===== src/hdl/lsn_pkg.sv =====
// constants, types and register layout of the link start-up negotiation block
package lsn_pkg;
	// register byte offsets
	localparam logic [7:0]  ADDR_CTRL  = 8'h00;
	localparam logic [7:0]  ADDR_NPTX  = 8'h04;
	localparam logic [7:0]  ADDR_MODE  = 8'h08;
	localparam logic [7:0]  ADDR_STAT  = 8'h0C;
	localparam logic [7:0]  ADDR_ADV   = 8'h10;
	// control field positions
	localparam int CTRL_AUTONEG_ENABLE_BIT    = 0;
	localparam int CTRL_PD      = 1;
	localparam int CTRL_RESTART = 2;
	localparam int CTRL_SRST    = 3;
	localparam int CTRL_XOVER   = 4;
	localparam int CTRL_POL     = 5;
	localparam int CTRL_ADS     = 6;
	localparam int CTRL_SPD     = 8;
	localparam int CTRL_FDX     = 10;
	localparam logic [31:0] CTRL_WMASK = 32'h0000_0773;
	localparam logic [31:0] CTRL_RST   = 32'h0000_0171;
	// status field positions
	localparam int STAT_LINK = 3;
	localparam int STAT_SPD  = 4;
	localparam int STAT_FDX  = 6;
	localparam int STAT_CNT  = 7;
	localparam int STAT_POL  = 10;
	localparam int STAT_MAP  = 14;
	localparam int STAT_DROP = 16;
	// line speeds
	localparam logic [1:0] SPD_10   = 2'h0;
	localparam logic [1:0] SPD_100  = 2'h1;
	localparam logic [1:0] SPD_1000 = 2'h2;
	// mac interface modes
	localparam logic [1:0] MODE_RGMII = 2'h0;
	localparam logic [1:0] MODE_SGMII = 2'h1;
	localparam logic [1:0] MODE_RTBI  = 2'h2;
	localparam logic [1:0] MODE_FIBER = 2'h3;
	// counts and answers
	localparam logic [2:0] ATTEMPT_MAX     = 3'h3;
	localparam logic [7:0] XOVER_DWELL_CYC = 8'h40;
	localparam logic [1:0] RESP_OKAY       = 2'h0;
	localparam logic [1:0] RESP_SLVERR     = 2'h2;
	// start-up states, gray along idle-xover-link_negotiation-train-link
	typedef enum logic [2:0] {
		ST_IDLE  = 3'h0,
		ST_XOVER = 3'h1,
		ST_LINK_NEGOTIATION  = 3'h3,
		ST_TRAIN = 3'h2,
		ST_LINK  = 3'h6
	} lsn_state_t;
endpackage : lsn_pkg


===== src/hdl/lsn_top.sv =====
// link start-up control: negotiation, parallel detect, downspeed, crossover, polarity
// Operation
// - every link-up starts with negotiation unless the enable bit is cleared
// - negotiation restarts on power-up, power-down exit, resets, restart bit, link-down
// - crossover detection runs before negotiation unless disabled
// - crossover detection also runs when negotiation is disabled
// - non-negotiating partner: parallel detect its speed, link half duplex
// - parallel detection only for 10 and 100, never gigabit
// - extended pages including gigabit pages are exchanged autonomously
// - advertisement restricted to speeds the mac interface mode carries
// - serial mac mode restarts mac-side negotiation on every copper speed change
// - cabling unfit for gigabit removes gigabit from the advertisement
// - poor received signal integrity also triggers downspeed fallback
// - gigabit attempts counted, fallback once count exceeds three
// - attempt counter cleared after each successful gigabit link-up
// - downspeed fallback disabled in gigabit-only configurations
// - crossover and polarity correction enabled after reset
// - four pair mappings, folded pairwise at 10 and 100
// - crossover detection at 10/100 relies on valid link pulses
// - receive polarity corrected from pulses or during gigabit training
// - polarity frozen while the link is up
// - serializer serves fiber or serial mac mode, never both
// - fiber runs only at gigabit with gigabit-capable mac interfaces
`timescale 1ns/1ps
module lsn_top
	import lsn_pkg::*;
(
	// clock, reset, enable
	input  wire  logic        aclk,
	input  wire  logic        aresetn,
	input  wire  logic        ce,
	// axi4-lite slave
	input  wire  logic [7:0]  s_axi_awaddr,
	input  wire  logic        s_axi_awvalid,
	output logic              s_axi_awready,
	input  wire  logic [31:0] s_axi_wdata,
	input  wire  logic [3:0]  s_axi_wstrb,
	input  wire  logic        s_axi_wvalid,
	output logic              s_axi_wready,
	output logic [1:0]        s_axi_bresp,
	output logic              s_axi_bvalid,
	input  wire  logic        s_axi_bready,
	input  wire  logic [7:0]  s_axi_araddr,
	input  wire  logic        s_axi_arvalid,
	output logic              s_axi_arready,
	output logic [31:0]       s_axi_rdata,
	output logic [1:0]        s_axi_rresp,
	output logic              s_axi_rvalid,
	input  wire  logic        s_axi_rready,
	// line-side status from the pma
	input  wire  logic        pulse_ok,
	input  wire  logic        pdet_valid,
	input  wire  logic [1:0]  pdet_speed,
	input  wire  logic        link_negotiation_done,
	input  wire  logic [1:0]  link_negotiation_speed,
	input  wire  logic        link_negotiation_fdx,
	input  wire  logic        train_ok,
	input  wire  logic        train_fail,
	input  wire  logic        cable_unfit,
	input  wire  logic        sig_poor,
	input  wire  logic        link_lost,
	input  wire  logic [3:0]  pulse_pol_inv,
	input  wire  logic [3:0]  train_pol_inv,
	// control toward the pma and mac side
	output logic              link_negotiation_start,
	output logic [2:0]        adv_speeds,
	output logic              next_page_bit,
	output logic              link_up,
	output logic [1:0]        link_speed,
	output logic              link_fdx,
	output logic [1:0]        pair_map,
	output logic [3:0]        pol_inv,
	output logic              sgmii_an_start,
	output logic [1:0]        sgmii_speed,
	output logic              serdes_sgmii,
	output logic              serdes_fiber
);

	////////////////////////////////////////////////////////////////////////
	// helpers

	// byte-lane merge of a write
	function automatic logic [31:0] merge(input logic [31:0] old, input logic [31:0] dat,
		input logic [3:0] strb);
		logic [31:0] r;
		r = old;
		for (int i = 0; i < 4; i++) begin
			if (strb[i]) begin
				r[8*i +: 8] = dat[8*i +: 8];
			end
		end
		return r;
	endfunction : merge

	// speeds a mac mode carries, as {1000,100,10}
	function automatic logic [2:0] mode_speeds(input logic [1:0] m);
		return (m == MODE_RTBI || m == MODE_FIBER) ? 3'h4 : 3'h7;
	endfunction : mode_speeds

	////////////////////////////////////////////////////////////////////////
	// declarations

	lsn_state_t  state_q;
	logic [31:0] ctrl_q;
	logic        nptx_q;
	logic [1:0]  mode_q;
	logic        srst_q;
	logic        aw_hold_q, w_hold_q, bvalid_q, rvalid_q;
	logic [7:0]  awaddr_q;
	logic [31:0] wdata_q, rdata_q;
	logic [3:0]  wstrb_q;
	logic [1:0]  bresp_q, rresp_q;
	logic        wr_fire, restart_pulse, restart_trig, pd_fall;
	logic [7:0]  dwell_q;
	logic [1:0]  map_q, spd_q, sg_spd_q;
	logic        fdx_q, gig_drop_q, link_negotiation_start_q, sg_start_q;
	logic [2:0]  cnt_q;
	logic [3:0]  pol_q;
	logic        gig_only, ads_allowed, fallback, link_enter;
	logic [1:0]  enter_spd;

	assign gig_only    = (mode_speeds(mode_q) == 3'h4);
	assign ads_allowed = ctrl_q[CTRL_ADS] & ~gig_only;
	assign wr_fire     = aw_hold_q & w_hold_q & ~bvalid_q;

	////////////////////////////////////////////////////////////////////////
	// axi4-lite write path

	assign s_axi_awready = ~aw_hold_q & ~bvalid_q;
	assign s_axi_wready  = ~w_hold_q & ~bvalid_q;
	assign s_axi_bvalid  = bvalid_q;
	assign s_axi_bresp   = bresp_q;

	// address and data captured in either order, answered once both are held
	always_ff @(posedge aclk) begin
		if (!aresetn) begin
			aw_hold_q <= 1'b0;
			w_hold_q  <= 1'b0;
			bvalid_q  <= 1'b0;
			bresp_q   <= RESP_OKAY;
			awaddr_q  <= 8'h00;
			wdata_q   <= 32'h0000_0000;
			wstrb_q   <= 4'h0;
		end else if (ce) begin
			if (s_axi_awvalid && s_axi_awready) begin
				aw_hold_q <= 1'b1;
				awaddr_q  <= s_axi_awaddr;
			end
			if (s_axi_wvalid && s_axi_wready) begin
				w_hold_q <= 1'b1;
				wdata_q  <= s_axi_wdata;
				wstrb_q  <= s_axi_wstrb;
			end
			if (wr_fire) begin
				aw_hold_q <= 1'b0;
				w_hold_q  <= 1'b0;
				bvalid_q  <= 1'b1;
				bresp_q   <= (awaddr_q == ADDR_CTRL || awaddr_q == ADDR_NPTX ||
					awaddr_q == ADDR_MODE || awaddr_q == ADDR_STAT ||
					awaddr_q == ADDR_ADV) ? RESP_OKAY : RESP_SLVERR;
			end else if (bvalid_q && s_axi_bready) begin
				bvalid_q <= 1'b0;
			end
		end
	end

	// control, next-page and mode registers; restart and soft reset self-clear
	always_ff @(posedge aclk) begin
		if (!aresetn) begin
			ctrl_q <= CTRL_RST;
			nptx_q <= 1'b0;
			mode_q <= MODE_RGMII;
			srst_q <= 1'b0;
		end else if (ce) begin
			srst_q <= 1'b0;
			if (wr_fire && awaddr_q == ADDR_CTRL) begin
				ctrl_q <= merge(ctrl_q, wdata_q, wstrb_q) & CTRL_WMASK;
				srst_q <= wdata_q[CTRL_SRST] & wstrb_q[0];
			end
			if (wr_fire && awaddr_q == ADDR_NPTX && wstrb_q[0]) begin
				nptx_q <= wdata_q[0];
			end
			if (wr_fire && awaddr_q == ADDR_MODE && wstrb_q[0]) begin
				mode_q <= wdata_q[1:0];
			end
		end
	end

	assign restart_pulse = wr_fire & (awaddr_q == ADDR_CTRL) & wstrb_q[0] &
		wdata_q[CTRL_RESTART];
	assign pd_fall      = wr_fire & (awaddr_q == ADDR_CTRL) & wstrb_q[0] &
		ctrl_q[CTRL_PD] & ~wdata_q[CTRL_PD];
	assign restart_trig = restart_pulse | srst_q | pd_fall;

	////////////////////////////////////////////////////////////////////////
	// axi4-lite read path

	assign s_axi_arready = ~rvalid_q;
	assign s_axi_rvalid  = rvalid_q;
	assign s_axi_rdata   = rdata_q;
	assign s_axi_rresp   = rresp_q;

	// read mux; unmapped offsets read zero with slverr
	always_ff @(posedge aclk) begin
		if (!aresetn) begin
			rvalid_q <= 1'b0;
			rdata_q  <= 32'h0000_0000;
			rresp_q  <= RESP_OKAY;
		end else if (ce) begin
			if (s_axi_arvalid && s_axi_arready) begin
				rvalid_q <= 1'b1;
				rresp_q  <= RESP_OKAY;
				rdata_q  <= 32'h0000_0000;
				case (s_axi_araddr)
					ADDR_CTRL: rdata_q <= ctrl_q | {28'h0000000, srst_q, 3'h0};
					ADDR_NPTX: rdata_q <= {31'h00000000, nptx_q};
					ADDR_MODE: rdata_q <= {30'h00000000, mode_q};
					ADDR_STAT: rdata_q <= {15'h0000, gig_drop_q, map_q, pol_q, cnt_q,
						fdx_q, spd_q, state_q == ST_LINK, state_q};
					ADDR_ADV:  rdata_q <= {29'h00000000, adv_speeds};
					default:   rresp_q <= RESP_SLVERR;
				endcase
			end else if (rvalid_q && s_axi_rready) begin
				rvalid_q <= 1'b0;
			end
		end
	end

	////////////////////////////////////////////////////////////////////////
	// start-up sequencer

	// downspeed: unfit cable, poor signal, or too many gigabit attempts
	assign fallback = ads_allowed & (cable_unfit | sig_poor |
		(train_fail & (cnt_q > ATTEMPT_MAX)));

	// speed at which the link comes up on leaving negotiation
	always_comb begin
		enter_spd = spd_q;
		if (mode_q == MODE_FIBER) begin
			enter_spd = SPD_1000;
		end else if (!ctrl_q[CTRL_AUTONEG_ENABLE_BIT]) begin
			enter_spd = ctrl_q[CTRL_SPD +: 2];
		end else if (link_negotiation_done) begin
			enter_spd = link_negotiation_speed;
		end else if (pdet_valid) begin
			enter_spd = pdet_speed;
		end
	end

	// main state machine
	always_ff @(posedge aclk) begin
		if (!aresetn) begin
			state_q      <= ST_IDLE;
			link_negotiation_start_q <= 1'b0;
			spd_q        <= SPD_10;
			fdx_q        <= 1'b0;
		end else if (ce) begin
			link_negotiation_start_q <= 1'b0;
			if (ctrl_q[CTRL_PD]) begin
				state_q <= ST_IDLE;
			end else if (restart_trig) begin
				state_q <= ST_XOVER;
			end else begin
				case (state_q)
					ST_IDLE: begin
						state_q <= ST_XOVER;
					end
					ST_XOVER: begin
						if (!ctrl_q[CTRL_XOVER] || pulse_ok) begin
							state_q      <= ST_LINK_NEGOTIATION;
							link_negotiation_start_q <= ctrl_q[CTRL_AUTONEG_ENABLE_BIT];
						end
					end
					ST_LINK_NEGOTIATION: begin
						if (!ctrl_q[CTRL_AUTONEG_ENABLE_BIT] || link_negotiation_done ||
							(mode_q == MODE_FIBER)) begin
							spd_q   <= enter_spd;
							fdx_q   <= ctrl_q[CTRL_AUTONEG_ENABLE_BIT] ? link_negotiation_fdx : ctrl_q[CTRL_FDX];
							state_q <= (enter_spd == SPD_1000) ? ST_TRAIN : ST_LINK;
						end else if (pdet_valid && pdet_speed != SPD_1000) begin
							spd_q   <= enter_spd;
							fdx_q   <= 1'b0;
							state_q <= ST_LINK;
						end
					end
					ST_TRAIN: begin
						if (link_lost || fallback || train_fail) begin
							state_q <= ST_XOVER;
						end else if (train_ok) begin
							state_q <= ST_LINK;
						end
					end
					ST_LINK: begin
						if (link_lost) begin
							state_q <= ST_XOVER;
						end
					end
					default: state_q <= ST_IDLE;
				endcase
			end
		end
	end

	// gigabit attempt counter and advertisement drop
	always_ff @(posedge aclk) begin
		if (!aresetn) begin
			cnt_q      <= 3'h0;
			gig_drop_q <= 1'b0;
		end else if (ce) begin
			if (restart_trig) begin
				cnt_q      <= 3'h0;
				gig_drop_q <= 1'b0;
			end else if (state_q == ST_TRAIN && train_ok && !link_lost && !fallback) begin
				cnt_q <= 3'h0;
			end else if (state_q == ST_TRAIN && fallback) begin
				gig_drop_q <= 1'b1;
				cnt_q      <= 3'h0;
			end else if (state_q == ST_LINK_NEGOTIATION && state_q != ST_TRAIN &&
				ctrl_q[CTRL_AUTONEG_ENABLE_BIT] && link_negotiation_done && link_negotiation_speed == SPD_1000 &&
				cnt_q != 3'h7) begin
				cnt_q <= cnt_q + 3'h1;
			end
		end
	end

	// pair mapping search, stepping while no valid pulses arrive
	always_ff @(posedge aclk) begin
		if (!aresetn) begin
			map_q   <= 2'h0;
			dwell_q <= 8'h00;
		end else if (ce) begin
			if (state_q == ST_XOVER && ctrl_q[CTRL_XOVER] && !pulse_ok) begin
				if (dwell_q == XOVER_DWELL_CYC - 8'h01) begin
					dwell_q <= 8'h00;
					map_q   <= map_q + 2'h1;
				end else begin
					dwell_q <= dwell_q + 8'h01;
				end
			end else if (state_q == ST_XOVER && !ctrl_q[CTRL_XOVER]) begin
				map_q   <= 2'h0;
				dwell_q <= 8'h00;
			end
		end
	end

	// polarity tracking, frozen once the link is up
	always_ff @(posedge aclk) begin
		if (!aresetn) begin
			pol_q <= 4'h0;
		end else if (ce && state_q != ST_LINK) begin
			if (!ctrl_q[CTRL_POL]) begin
				pol_q <= 4'h0;
			end else if (state_q == ST_TRAIN) begin
				pol_q <= train_pol_inv;
			end else begin
				pol_q <= pulse_pol_inv;
			end
		end
	end

	// mac-side negotiation kick on copper speed change
	assign link_enter = (state_q != ST_LINK) && (state_q != ST_IDLE) && !ctrl_q[CTRL_PD] &&
		!restart_trig && (((state_q == ST_TRAIN) && train_ok && !link_lost && !fallback &&
		!train_fail) || ((state_q == ST_LINK_NEGOTIATION) && enter_spd != SPD_1000 &&
		(!ctrl_q[CTRL_AUTONEG_ENABLE_BIT] || link_negotiation_done || (pdet_valid && pdet_speed != SPD_1000))));

	always_ff @(posedge aclk) begin
		if (!aresetn) begin
			sg_start_q <= 1'b0;
			sg_spd_q   <= SPD_1000;
		end else if (ce) begin
			sg_start_q <= 1'b0;
			if (link_enter && mode_q == MODE_SGMII && enter_spd != sg_spd_q) begin
				sg_start_q <= 1'b1;
				sg_spd_q   <= enter_spd;
			end
		end
	end

	////////////////////////////////////////////////////////////////////////
	// outputs

	assign link_negotiation_start     = link_negotiation_start_q;
	assign adv_speeds     = mode_speeds(mode_q) & {~gig_drop_q, 2'h3};
	assign next_page_bit  = nptx_q;
	assign link_up        = (state_q == ST_LINK);
	assign link_speed     = spd_q;
	assign link_fdx       = fdx_q;
	assign pair_map       = (spd_q == SPD_1000) ? map_q : {1'b0, map_q[0] ^ map_q[1]};
	assign pol_inv        = pol_q;
	assign sgmii_an_start = sg_start_q;
	assign sgmii_speed    = sg_spd_q;
	assign serdes_sgmii   = (mode_q == MODE_SGMII);
	assign serdes_fiber   = (mode_q == MODE_FIBER);
endmodule : lsn_top


===== config.mk =====
export PLATFORM = sky130hd
export DESIGN_NAME = lsn_top
export DESIGN_NICKNAME = d
export VERILOG_FILES = /design/src/hdl/lsn_pkg.sv /design/src/hdl/lsn_top.sv
export SDC_FILE = /design/constraint.sdc
export NUM_CORES = 1
export LEC_CHECK = 0
export BUFFER_PORTS_ARGS = -buffer_cell sky130_fd_sc_hd__buf_2
export CAP_MARGIN = 20
export CORE_ASPECT_RATIO = 0.8
export CORE_MARGIN = 10
export CORE_UTILIZATION = 35
export DETAILED_ROUTE_END_ITERATION = 6
export PLACE_DENSITY = 0.67
export SYNTH_ARGS = -nofsm -noshare
export SYNTH_HDL_FRONTEND = slang
export SYNTH_SLANG_ARGS = --single-unit

===== constraint.sdc =====
create_clock -name aclk -period 2.4 [get_ports aclk]
set_input_delay 0.48 -clock aclk [delete_from_list [all_inputs] [get_ports aclk]]
set_output_delay 0.48 -clock aclk [all_outputs]
set_load 0.03 [all_outputs]

==> qor.csv <==
metric,value,unit
outcome,"complete, no violations",
final.setup.tns,0,ns
dr.pass1.iters,4,
routed_wl,12.7,mm
hold_class,in2reg,
holdBufCountCts,0,
max-slew-margin-rel,63.2,%
stdcell_area,5210,um2
core.rowCount,35,
cts_tree,done,
crit_fanout,8,
drive_above_1_share,23.6,%
cts_resized,0,
hold_ws,0.376,ns
grt_usage,14.6,%
synth_top_area_share,39.6,%
cp_slowest_cell,dfxtp_1,
critPathLaunchType,flip-flop,
drv_slew,0,
cts_buffers,9,
whs_path_depth,3,
yosysWarnings,0,
critPathMaxStageDelay,0.47,ns
cp.required,2.64,ns
rsz0062_at_grt,no,
timing.critical_path.cells,nand2b_1 > o211a_1 > nor2_1 > a211oi_1 > a2111oi_4 > mux2_2,
synth_top_family_by_area,simple AND/OR/NAND/NOR gates,
vias_per_cell,5.07,
antenna_found_initial,0,
n_antenna_cell,0,
clk_pin_slew,0.06,ns
p_leak,2.20,nW
h-tree-depth,3,
period_needed,2.20,ns
synth_cell_type_count,62,
syn_inst,517,
io_pins,142,
synthXorXnorAreaFrac,1.88,%
die_height,118,um
netlist_top_cells_count,"nand2_1 (86), dfxtp_1 (83), nor2_1 (50)",
die_area,16800,um2
synth_area_leaders,"dfxtp_1 (40%), nand2_1 (7.7%), nor2_1 (4.5%)",
cts_buffer_depth,2,
synth.most_common_cell,nand2_1,
nNetsFinal,712,
reg2reg_depth,6,
syn_to_final_growth,24.2,%
p_total,3.19,mW
pwr_density_cell,612,nW/um2
maxCapViolCount,0,
grt_pass1_vias,3957,
synth_area_leader_cell,dfxtp_1,
vdd_drop_max,0.427,mV
synthFlopType,dfxtp_1,
yosys_register_bits,83,
gp_congestion,0.911,
avgSynthCellArea,8.12,um2
grt_pass1_wl,20.2,mm
finalSetupViolCount,0,
drcViolationCount,0,
worst_slew_pin_slew,0.545,ns
drtIter0Drc,245,
synthAdderAreaFrac,1.19,%
critPathBufInv,0,
arrival,2.44,ns
ys_async_sr_fraction,0,%
clock-sinks,83,
nFillCells,1161,
synthMuxAreaShare,3.85,%
grt_max_degree,43,
antenna_left,0,
crit_type,reg2reg,
cts_setup_buffers,0,
skew,0.00692,ns
period_share,91.8,%
synthSimpleGateAreaFrac,27.2,%
clock_latency,0.34,ns
seq_area_frac_synth,39.6,%
path_depth,6,
overflow,0,
synth_edf_count,0,
clock-root-buffer,clkbuf_16,
critical_path.top_delay_family,compound AO/OA/AOI/OAI gates,
portBuffers,100,
dpl-instance-area,4920,um2
initial_utilization,36.2,%
fmax,454,MHz
die_x,142,um
vias,3953,
critPathCaptureType,flip-flop,
coreArea,11600,um2
avgRoutedWirePerCell,16.3,um
synth.cell_area,4200,um2
hold_viol,0,
dpl.hpwl,10.2,mm
synth_compound_area_share,19.3,%
-- logic make-up after synthesis --
group | after synthesis
other cells | 1
mux | 16
buf+inv | 57
compound gates | 114
fa+ha+maj | 4
simple gates | 233
flops | 83
xor+xnor | 9
-- path summary, 6_finish.rpt --
kind	start	endpoint	slack [ns]
max	ctrl_q[0]	sgmii_speed[1]	0.20
min	s_axi_awaddr[5]	awaddr_q[5]	0.38
max reg2reg	ctrl_q[0]	sgmii_speed[1]	0.20
min reg2reg	s_axi_rdata[13]	s_axi_rdata[13]	0.45
-- report_power, final --
| part | internal (mW) | switching, mW | total [mW] |
|---|---|---|---|
| registers | 1.41 | 0.0282 | 1.44 |
| logic | 0.131 | 0.225 | 0.356 |
| clock network | 0.833 | 0.564 | 1.40 |
| total | 2.37 | 0.817 | 3.19 |
-- worst reg2reg max path: stages, from the launching register on --
cell,delay (ns)
dfxtp_1,0.47
nand2b_1,0.14
o211a_1,0.26
nor2_1,0.33
a211oi_1,0.14
a2111oi_4,0.38
mux2_2,0.37
-- flip-flops by register name, summed over array words and instances, names as in the netlist, 2 cells and up --
register     flops
state_q          3
link_speed       2
s_axi_rdata     17
cnt_q            3
sgmii_speed      2
mode_q           2
wdata_q         10
pol_inv          4
dwell_q          8
ctrl_q           8
map_q            2
wstrb_q          2
awaddr_q         8
-- layout by cell type, fill, tap and decap left out, drive strengths merged, types with 3 or more instances in the layout --
master / synthesis / routed
mux2i: 15 / 15
nand2b: 10 / 10
nand2: 86 / 86
a21oi: 26 / 26
xor2: 7 / 7
dfxtp: 83 / 83
and2: 3 / 3
nand4: 3 / 3
nor2b: 13 / 13
nand3: 30 / 30
a22oi: 9 / 9
inv: 14 / 14
a22o: 7 / 7
o211ai: 3 / 3
clkbuf: 18 / 12
a21boi: 24 / 24
and3: 8 / 8
o21ai: 19 / 19
ha: 4 / 4
nor2: 51 / 51
nor3b: 4 / 4
buf: 24 / 125
nor3: 4 / 4
conb: 1 / 17
nand3b: 6 / 6
-- layer usage --
layer | part of all wire, % | vias up | routed length (um) | GRT usage (%)
met2 | 45 | 125 | 5780 | 22.9
met5 | 0 | - | 0 | 0
met1 | 45 | 1823 | 5750 | 18.4
li1 | - | 1991 | - | -
met4 | 1.3 | 0 | 161 | 4.29
met3 | 8.3 | 14 | 1060 | 5.08
-- per-stage QoR --
stage	util, %	instances	setup slack, ns
after CTS	44.9	780	0.220
final	44.9	780	0.198
after detailed placement	42.4	764	0.0481
after floorplan	-	533	0.229
after global placement	42.4	764	0.128
after global routing	44.9	780	0.102
-- final cells by class --
class | instances | area [um2] | share of cell area (%)
Multi-Input combinational cell | 393 | 2310 | 44.4
Sequential cell | 83 | 1660 | 31.9
Timing Repair Buffer | 125 | 701 | 13.4
Clock buffer | 12 | 246 | 4.73
Tap cell | 148 | 185 | 3.55
Inverter | 15 | 56.3 | 1.08
Clock inverter | 4 | 50.0 | 0.960
Note: power is estimated with default switching activity, not from simulation.
